`src/stack_fault_defs.svh`:
```
`ifndef STACK_FAULT_DEFS_SVH
`define STACK_FAULT_DEFS_SVH

// return-address stack geometry
`define STK_DEPTH 31
`define STK_PTR_W 5
`define STK_PTR_EMPTY 5'h00
`define STK_PTR_FULL 5'h1f
`define STK_PTR_STEP 5'h01
`define ADDR_W 16
`define REG_W 8
// value seen on the pop port when a pop finds the stack empty
`define POP_EMPTY_ADDR 16'h0000
// reset value of every context register
`define CTX_RESET 8'h00

`endif

```
`src/stack_fault_pkg.sv`:
```
package stack_fault_pkg;
  `include "stack_fault_defs.svh"

  typedef struct packed {
    logic [`REG_W-1:0] status;
    logic [`REG_W-1:0] working_register;
    logic [`REG_W-1:0] bank_select_register;
  } ctx_s;

  // one request per cycle from the sequencer
  typedef struct packed {
    logic call;
    logic ret;
    logic return_from_interrupt_instr;
    logic vector;
    logic fast;
    logic [`ADDR_W-1:0] pc;
  } seq_req_s;

  typedef enum logic [1:0] {
    ST_RUN = 2'b01,
    ST_FAULT = 2'b10
  } fault_st_e;

  typedef struct packed {
    fault_st_e fsm;
    logic [`STK_PTR_W-1:0] ptr;
    logic [`STK_DEPTH-1:0][`ADDR_W-1:0] ras;
    logic stack_full_flag;
    logic stack_empty_pop_flag;
    logic device_reset_req;
    logic restore_valid;
    ctx_s restore_ctx;
    logic pop_valid;
    logic [`ADDR_W-1:0] pop_addr;
  } core_state_s;

  function automatic logic stk_full(input logic [`STK_PTR_W-1:0] ptr);
    return ptr == `STK_PTR_FULL;
  endfunction

  function automatic logic stk_empty(input logic [`STK_PTR_W-1:0] ptr);
    return ptr == `STK_PTR_EMPTY;
  endfunction
endpackage

```
`src/shadow_regs.sv`:
```
`timescale 1ns/1ns
`default_nettype none
`include "stack_fault_defs.svh"
// single-entry shadow, no read or write path from instructions
module shadow_regs (
  input wire logic clk,
  input wire logic rst_b,
  input wire logic load,
  input wire stack_fault_pkg::ctx_s d,
  output stack_fault_pkg::ctx_s q
);
  import stack_fault_pkg::*;

  ctx_s st;
  ctx_s next_st;

  always_comb begin
    next_st = st;
    if (load) begin
      next_st = d;
    end
  end

  always_ff @(posedge clk) begin
    if (!rst_b) begin
      st <= '{`CTX_RESET, `CTX_RESET, `CTX_RESET};
    end else begin
      st <= next_st;
    end
  end

  assign q = st;
endmodule // shadow_regs
`default_nettype wire

```
`src/stack_fault_and_fast_context_save.sv`:
```
`timescale 1ns/1ns
`default_nettype none
`include "stack_fault_defs.svh"
// What this block does
// - with fault reset enabled, overflow or underflow sets its flag, then requests reset.
// - with fault reset disabled, overflow or underflow sets its flag only.
// - fault flags hold until software clears them or power-on reset.
// - one hidden shadow copy each of status, working and bank select.
// - interrupt vectoring copies current status, working and bank select into shadow.
// - every interrupt priority captures, so nested high overwrites low-level save.
// - fast interrupt return restores shadow values; plain interrupt return restores nothing.
// - fast call saves context into shadow besides pushing return address.
// - fast return restores context from shadow besides popping return address.
// - shadow is unreliable across low priority service when both priorities used.
module stack_fault_and_fast_context_save (
  input wire logic clk,
  input wire logic rst_b,
  input wire logic stack_fault_reset_enable,
  input wire stack_fault_pkg::seq_req_s req,
  input wire stack_fault_pkg::ctx_s cur_ctx,
  input wire logic clr_stack_full_flag,
  input wire logic clr_stack_empty_pop_flag,
  output logic stack_full_flag,
  output logic stack_empty_pop_flag,
  output logic device_reset_req,
  output logic restore_valid,
  output stack_fault_pkg::ctx_s restore_ctx,
  output logic pop_valid,
  output logic [`ADDR_W-1:0] pop_addr
);
  import stack_fault_pkg::*;

  core_state_s st;
  core_state_s next_st;
  ctx_s shadow_q;
  logic push;
  logic pop;
  logic overflow;
  logic underflow;
  logic capture;

  assign push = req.call | req.vector;
  assign pop = req.ret | req.return_from_interrupt_instr;
  assign overflow = push && stk_full(st.ptr);
  assign underflow = pop && stk_empty(st.ptr);
  // every vector reloads the shadow, nothing guards a low-level save
  // from a nested high-level entry; software must save its own context
  assign capture = req.vector | (req.call & req.fast);

  shadow_regs u_shadow (
    .clk(clk),
    .rst_b(rst_b),
    .load(capture),
    .d(cur_ctx),
    .q(shadow_q)
  );

  always_comb begin
    next_st = st;
    next_st.device_reset_req = 1'b0;
    next_st.restore_valid = 1'b0;
    next_st.pop_valid = 1'b0;
    // a push on a full stack is dropped so older entries survive
    if (push && !overflow) begin
      next_st.ras[st.ptr] = req.pc;
      next_st.ptr = st.ptr + `STK_PTR_STEP;
    end
    if (pop) begin
      next_st.pop_valid = 1'b1;
      if (underflow) begin
        next_st.pop_addr = `POP_EMPTY_ADDR;
      end else begin
        next_st.pop_addr = st.ras[st.ptr - `STK_PTR_STEP];
        next_st.ptr = st.ptr - `STK_PTR_STEP;
      end
      if (req.fast) begin
        next_st.restore_valid = 1'b1;
        next_st.restore_ctx = shadow_q;
      end
    end
    // set beats a same-cycle clear so no fault is lost
    if (clr_stack_full_flag) begin
      next_st.stack_full_flag = 1'b0;
    end
    if (overflow) begin
      next_st.stack_full_flag = 1'b1;
    end
    if (clr_stack_empty_pop_flag) begin
      next_st.stack_empty_pop_flag = 1'b0;
    end
    if (underflow) begin
      next_st.stack_empty_pop_flag = 1'b1;
    end
    case (st.fsm)
      ST_RUN: begin
        // flag lands first, reset request one cycle later
        if ((overflow || underflow) && stack_fault_reset_enable) begin
          next_st.fsm = ST_FAULT;
        end
      end
      ST_FAULT: begin
        next_st.device_reset_req = 1'b1;
        next_st.fsm = ST_RUN;
      end
      default: begin
        next_st.fsm = ST_RUN;
      end
    endcase
  end

  // rst_b is the power-on reset; the fault reset leaves this block alone
  always_ff @(posedge clk) begin
    if (!rst_b) begin
      st <= '0;
      st.fsm <= ST_RUN;
    end else begin
      st <= next_st;
    end
  end

  assign stack_full_flag = st.stack_full_flag;
  assign stack_empty_pop_flag = st.stack_empty_pop_flag;
  assign device_reset_req = st.device_reset_req;
  assign restore_valid = st.restore_valid;
  assign restore_ctx = st.restore_ctx;
  assign pop_valid = st.pop_valid;
  assign pop_addr = st.pop_addr;
endmodule // stack_fault_and_fast_context_save
`default_nettype wire

```
`config.mk`:
```
export PLATFORM = sky130hd
export DESIGN_NAME = stack_fault_and_fast_context_save
export DESIGN_NICKNAME = d
export VERILOG_FILES = /design/src/stack_fault_pkg.sv /design/src/shadow_regs.sv /design/src/stack_fault_and_fast_context_save.sv
export VERILOG_INCLUDE_DIRS = /design/src /design/src/src
export SDC_FILE = /design/constraint.sdc
export NUM_CORES = 1
export LEC_CHECK = 0
export BUFFER_PORTS_ARGS = -buffer_cell sky130_fd_sc_hd__buf_2
export CAP_MARGIN = 20
export CORE_ASPECT_RATIO = 0.5
export CORE_MARGIN = 2
export CORE_UTILIZATION = 24
export CTS_BUF_LIST = sky130_fd_sc_hd__clkbuf_4
export DETAILED_ROUTE_END_ITERATION = 7
export PLACE_DENSITY_LB_ADDON = 0.15
export SLEW_MARGIN = 30
export SYNTH_ARGS = -nofsm -noshare
export SYNTH_HDL_FRONTEND = slang
export SYNTH_SLANG_ARGS = --single-unit
```
`constraint.sdc`:
```
create_clock -name clk -period 5.9 [get_ports clk]
set_input_delay 1.18 -clock clk [delete_from_list [all_inputs] [get_ports clk]]
set_output_delay 1.18 -clock clk [all_outputs]
set_load 0.005 [all_outputs]
```
# Word-level counts from Yosys, hierarchy flattened
# Index checks and enable logic that the tools add are counted.
dict set report word_totals {
  latchBits 0
  romBits 0
  mem_bits_rw 0
  ff_bits 572
  out_inout_bits 45
  word_cells 86
  n_memories 0
  input_bits 50
}
dict set report classes {
  div_mod_pow 0
  n_addsub 2
  shifts 0
  n_mul 0
  mux 16
  magnitude_cmp 3
  eq_ne 3
  n_bitwise 4
  n_reduce_logical 13
}
# cell n
set op_table {}
lappend op_table {{501-bit two-way mux} 1}
lappend op_table {{496-bit bitwise mux} 1}
lappend op_table {{16-bit binary-select mux with 5-bit select} 1}
lappend op_table {{16-bit demux with 5-bit select} 1}
lappend op_table {{16-bit two-way mux} 3}
lappend op_table {{25-bit two-way mux} 1}
lappend op_table {{17-bit two-way mux} 1}
lappend op_table {{5-bit by 6-bit < comparator with 1-bit output, second input constant} 2}
lappend op_table {{5-bit two-way mux} 2}
lappend op_table {{2-bit AND reduction} 3}
lappend op_table {{5-bit by 1-bit adder with 5-bit output, second input constant} 1}
lappend op_table {{5-bit == test, second input constant} 1}
lappend op_table {{5-bit by 1-bit >= comparator with 1-bit output, second input constant} 1}
lappend op_table {{1-bit logical AND} 5}
lappend op_table {{5-bit logical NOT} 1}
lappend op_table {{1-bit two-way mux} 5}
lappend op_table {{5-bit by 1-bit subtractor with 5-bit output, second input constant} 1}
lappend op_table {{2-bit nonzero test} 2}
lappend op_table {{1-bit bitwise OR} 3}
lappend op_table {{2-bit by 1-bit == test with 1-bit output, second input constant} 1}
lappend op_table {{2-bit == test, second input constant} 1}
lappend op_table {{1-bit AND} 1}
lappend op_table {{1-bit logical NOT} 1}
lappend op_table {{1-bit logical OR} 1}

# Logic depth before layout (Yosys ltp)
dict set report logic_depth {
  depth_word 8
  depth_mapped 14
  ltp_nobuf 8
}

# Modules after synthesis
# Synthesis repeated with hierarchy kept, for this count alone.
dict set report unflattened {
  hier_cells 2586
  hier_area_um2 26279.0
}
# mod area_each_um2 n_inst cells_each
set by_module_without_submodules {}
lappend by_module_without_submodules {stack_fault_and_fast_context_save 25349.3 1 2509}
lappend by_module_without_submodules {shadow_regs 929.6 1 77}

# Worst setup path before layout
# Ideal clock, no wire load.
dict set report synth_timing {
  kind {reg2reg}
  from {reg st[541] in the netlist's numbering}
  to {reg st, in the netlist pop_addr[2]}
  setup_slack_ps 2547
  t_arrival_ps 3228
  path_stages_with_launch 14
  path_cell_list {dfxtp_1 buf_2 buf_4 clkinv_1 buf_2 buf_2 ha_1 buf_2 buf_2 buf_2 buf_2 mux4_2 o221ai_1 nand3_1}
}
dict set report synth_between {
  elab_chain_cells 4
  elab_cells_between_ends 6
  classes_between {1 x add/sub; 3 x mux; 2 x reduce/logical}
}
# element line
set synth_rtl {}
lappend synth_rtl {{from (decl)} stack_fault_and_fast_context_save.sv:33} ;# core_state_s st;
lappend synth_rtl {{from (signal assigned)} stack_fault_and_fast_context_save.sv:117} ;# st <= next_st;
lappend synth_rtl {{5-bit by 1-bit subtractor with 5-bit output (no line)} --}
lappend synth_rtl {{16-bit binary-select mux with 5-bit select} stack_fault_and_fast_context_save.sv:73} ;# next_st.pop_addr = st.ras[st.ptr - `STK_PTR_STEP];
lappend synth_rtl {{16-bit two-way mux} stack_fault_and_fast_context_save.sv:73}
lappend synth_rtl {{16-bit two-way mux *} stack_fault_and_fast_context_save.sv:70} ;# if (underflow) begin
# Mark *: on every way between the ends. The rest lies on a longest branch, timed or not. The select of a mux whose other input is x is not followed.
# A chain may end at the register's enable or synchronous reset.

# Final worst setup path
dict set report layout_timing {
  from {reg st[541] in the netlist's numbering}
  to {reg st, in the netlist pop_addr[5]}
}
# Same word-level chain as after synthesis.

==> implementation parameters <==
Parameter                              Value

Outcome
  Status    complete, no violations

Power
  Total design power    11000 uW
  Leakage component of the power    0.0102 uW
  Clk pwr share    0.345
  Share of power burned in registers    0.385
  Comb power frac    0.270
  Internal power    6990 uW
  Power per standard cell area    372 mW/mm2
  Net switching power of the design    4020 uW
  Net switching share of the total power    0.365
  Peak supply drop    0.000290 V

Setup path
  WP data arrival    4900 ps
  Largest stage delay on the critical path    780 ps
  Maximum fanout along the worst path    43
  Critical path buffers and inverters    2
  Cell family with the largest share of critical-path delay    simple AND/OR/NAND/NOR gates
  Cell Chain, Critical Path    clkinv_1 -> ha_4 -> nor2b_1 -> buf_4 -> a22oi_1 -> a21oi_1 -> o221ai_1 -> nand3_1
  Class of the most critical setup path    reg2reg
  Nature of the critical path endpoint    flip-flop
  Required time at the endpoint of the critical path    6840 ps
  Crit-path slowest cell    ha_4
  Startpoint Class    flip-flop

Clock tree
  Clock Latency Late Sink    1070 ps
  Deepest level of the CTS H-tree    4
  Setup bufs post-CTS    0
  Sinks on Clock Net    572
  Root Buffer    clkbuf_4
  Buffer depth of the longest clock path    3
  Number of gates resized after cts    0
  Clock buffer count from CTS    157
  Clk slew on worst S/H paths    70 ps
  Number of buffers added to fix hold violations after cts    0
  Clock tree from TritonCTS    done

Floorplan
  DIE WIDTH    471 um
  Area enclosed by the die boundary    0.112 mm2
  Count of boundary I/O pins    95
  Area of the placeable core    0.108 mm2
  Die extent in y    237 um
  Starting density of the core    0.242
  Placement row count    85

Cells and area
  Post-Layout Inst Area    0.0296 mm2
  Count of filler cells inserted in the layout    11500
  Layout cell share with drive strength beyond 1    0.188
  Post-layout net count    2890
  Relative area change from synthesis to final layout    13.1%

Detailed routing
  Iteration-0 DRC Markers    1255
  Avg Vias per Cell    4.73
  Met2 wire length    44600 um
  Sum of routed wire segments on met1    44700 um
  Drt first pass iters    5
  Total via count after detailed routing    20700
  Uppermost signal routing layer after detailed routing    met4
  Total met3 wirelength after detailed routing    3840 um
  Count of antenna-violating nets left after detailed routing    0
  Total wire length after detailed routing    95400 um
  Number of remaining DRC errors    0
  Wire length per cell    21.8 um

STA
  Final critical-path share of the clock period    0.672
  Final Hold Vio Count    0
  Slew at the pin with the worst max-slew slack    1030 ps
  Slew Limit Headroom    0.313
  Aggregate negative setup slack    0 ps
  Setup repair after global routing missed its margin    no
  Setup Viol. Count Final    0
  Post-layout minimum cycle time    3960 ps
  Maximum operating frequency    0.252 GHz
  Max Clock Skew    58.4 ps
  Slew Limit Fails    0

Yosys
  Number of unique standard cell types used by synthesis    55
  Cell types occupying the most area after synthesis    dfxtp_1 44%, a21boi_0 12%, nand2_1 9.9%, mux4_2 9.6%, mux2i_1 4.9%
  Post-Syn Nets    2905
  Most frequent cells after synthesis    690 x nand2_1, 572 x dfxtp_1, 417 x a21boi_0
  Number of enable flip-flop cells after synthesis    0
  Seq/Total Area, Yosys    0.438
  Share of the synthesized area in the top cell type    0.438
  Synthesized netlist cell count    2850
  Yosys warns    0
  Fraction of registers with async set/reset    0
  Count leader, synth    nand2_1
  Cell accounting for the most synthesized area    dfxtp_1
  Cell area after technology mapping    0.0261 mm2
  Mean cell area of the mapped netlist    9.17 um2
  Flops & latches, synth    572
  Most used flip-flop cell after synthesis    dfxtp_1

Global routing
  Via count of the first global-routing pass    20400
  Maximum number of pins on one net before global-route repair    172
  Gr usage total    0.169
  Global-route congestion overflow total    0
  Wire length of the first global-routing pass    141000 um
  Number of antenna violations at the first check in global routing    3

Placed design
  IO Port Bufs    94
  Total placed instance area    0.0275 mm2
  Global placer's final weighted congestion    0.748
  DP HPWL    55800 um

Min path
  Type of the most critical hold path    in2reg

Run
  Number of violations of the max-capacitance limit    0
-- through the flow --
step / std cells / util / setup WS, ps / hold WS (ps)
floorplan: 2850 / - / 2550 / 432
global placement: 4107 / 0.255 / 1820 / 437
detailed placement: 4110 / 0.255 / 1880 / 446
CTS: 4377 / 0.274 / 1890 / 239
global route: 4384 / 0.274 / 1730 / 314
finish: 4386 / 0.274 / 1940 / 403
-- power groups by stage --
stage | sequential, uW | clock [uW] | combinational, uW
2_1_floorplan | 4220 | 0 | 1950
3_3_place_gp | 4330 | 0 | 3000
3_5_place_dp | 4330 | 0 | 3010
4_1_cts | 4250 | 3950 | 3010
5_1_grt | 4260 | 4140 | 3150
6_report | 4240 | 3800 | 2970
-- worst min-delay path, cell delays in order --
cell and delay, ps:
buf_2 100, nand2_1 40, a21boi_0 60
-- worst paths after layout --
| path | startpoint | to | slack, ps | depth (start not counted) |
|---|---|---|---|---|
| min reg2reg | u_shadow.q[5] | restore_ctx[5] | 450 | 2 |
| min | cur_ctx[14] | u_shadow.q[14] | 400 | 3 |
| max | st[541] | pop_addr[5] | 1940 | 8 |
| max reg2reg | st[541] | pop_addr[5] | 1940 | 8 |
-- layer usage --
layer | vias to the layer above | GRT usage
met4 | 0 | 0.0648
met2 | 496 | 0.274
li1 | 9826 | -
met3 | 127 | 0.0268
met1 | 10300 | 0.226
met5 | - | 0
-- area by class of cell --
type / count / area (um2) / share of cell area
Clock inverter: 26 / 218 / 0.00736
Antenna cell: 8 / 20.0 / 0.000677
Clock buffer: 241 / 1810 / 0.0612
Multi-Input combinational cell: 1961 / 13400 / 0.451
Sequential cell: 572 / 11500 / 0.387
Tap cell: 1435 / 1800 / 0.0607
Inverter: 4 / 15.0 / 0.000508
Timing Repair Buffer: 139 / 916 / 0.0310
-- cell usage in the layout (no fill, tap or decap), types with 3 or more instances in the layout --
master and instances:
nor3_4 8, and3_1 6, nor2b_1 113, bufinv_16 4, nand3_1 244, ha_1 4
nor3_1 3, buf_8 4, nor2_2 5, clkinv_1 14, mux2_2 16, dfxtp_1 571
buf_12 4, o221ai_1 15, nor3_2 3, mux4_2 111, a221o_1 15, a21boi_1 19
mux2i_1 129, nor2_1 48, a22oi_1 16, buf_4 39, o211ai_1 3, and2_1 5
a21oi_1 33, a21boi_0 417, buf_2 91, o21ai_0 5, nand2b_1 20, inv_2 5
nand2_1 687, clkbuf_4 241, diode_2 8
-- cells by family after synthesis --
group | share of synthesized area
AOI/OAI and AO/OA | 0.152
xor gates and xnor gates | 0.00168
adders and majority gates | 0.00239
buffers and inverters | 0.0557
DFF | 0.438
muxes | 0.153
and+or+nand+nor | 0.197
No activity file was read; power rests on OpenSTA's default activity.
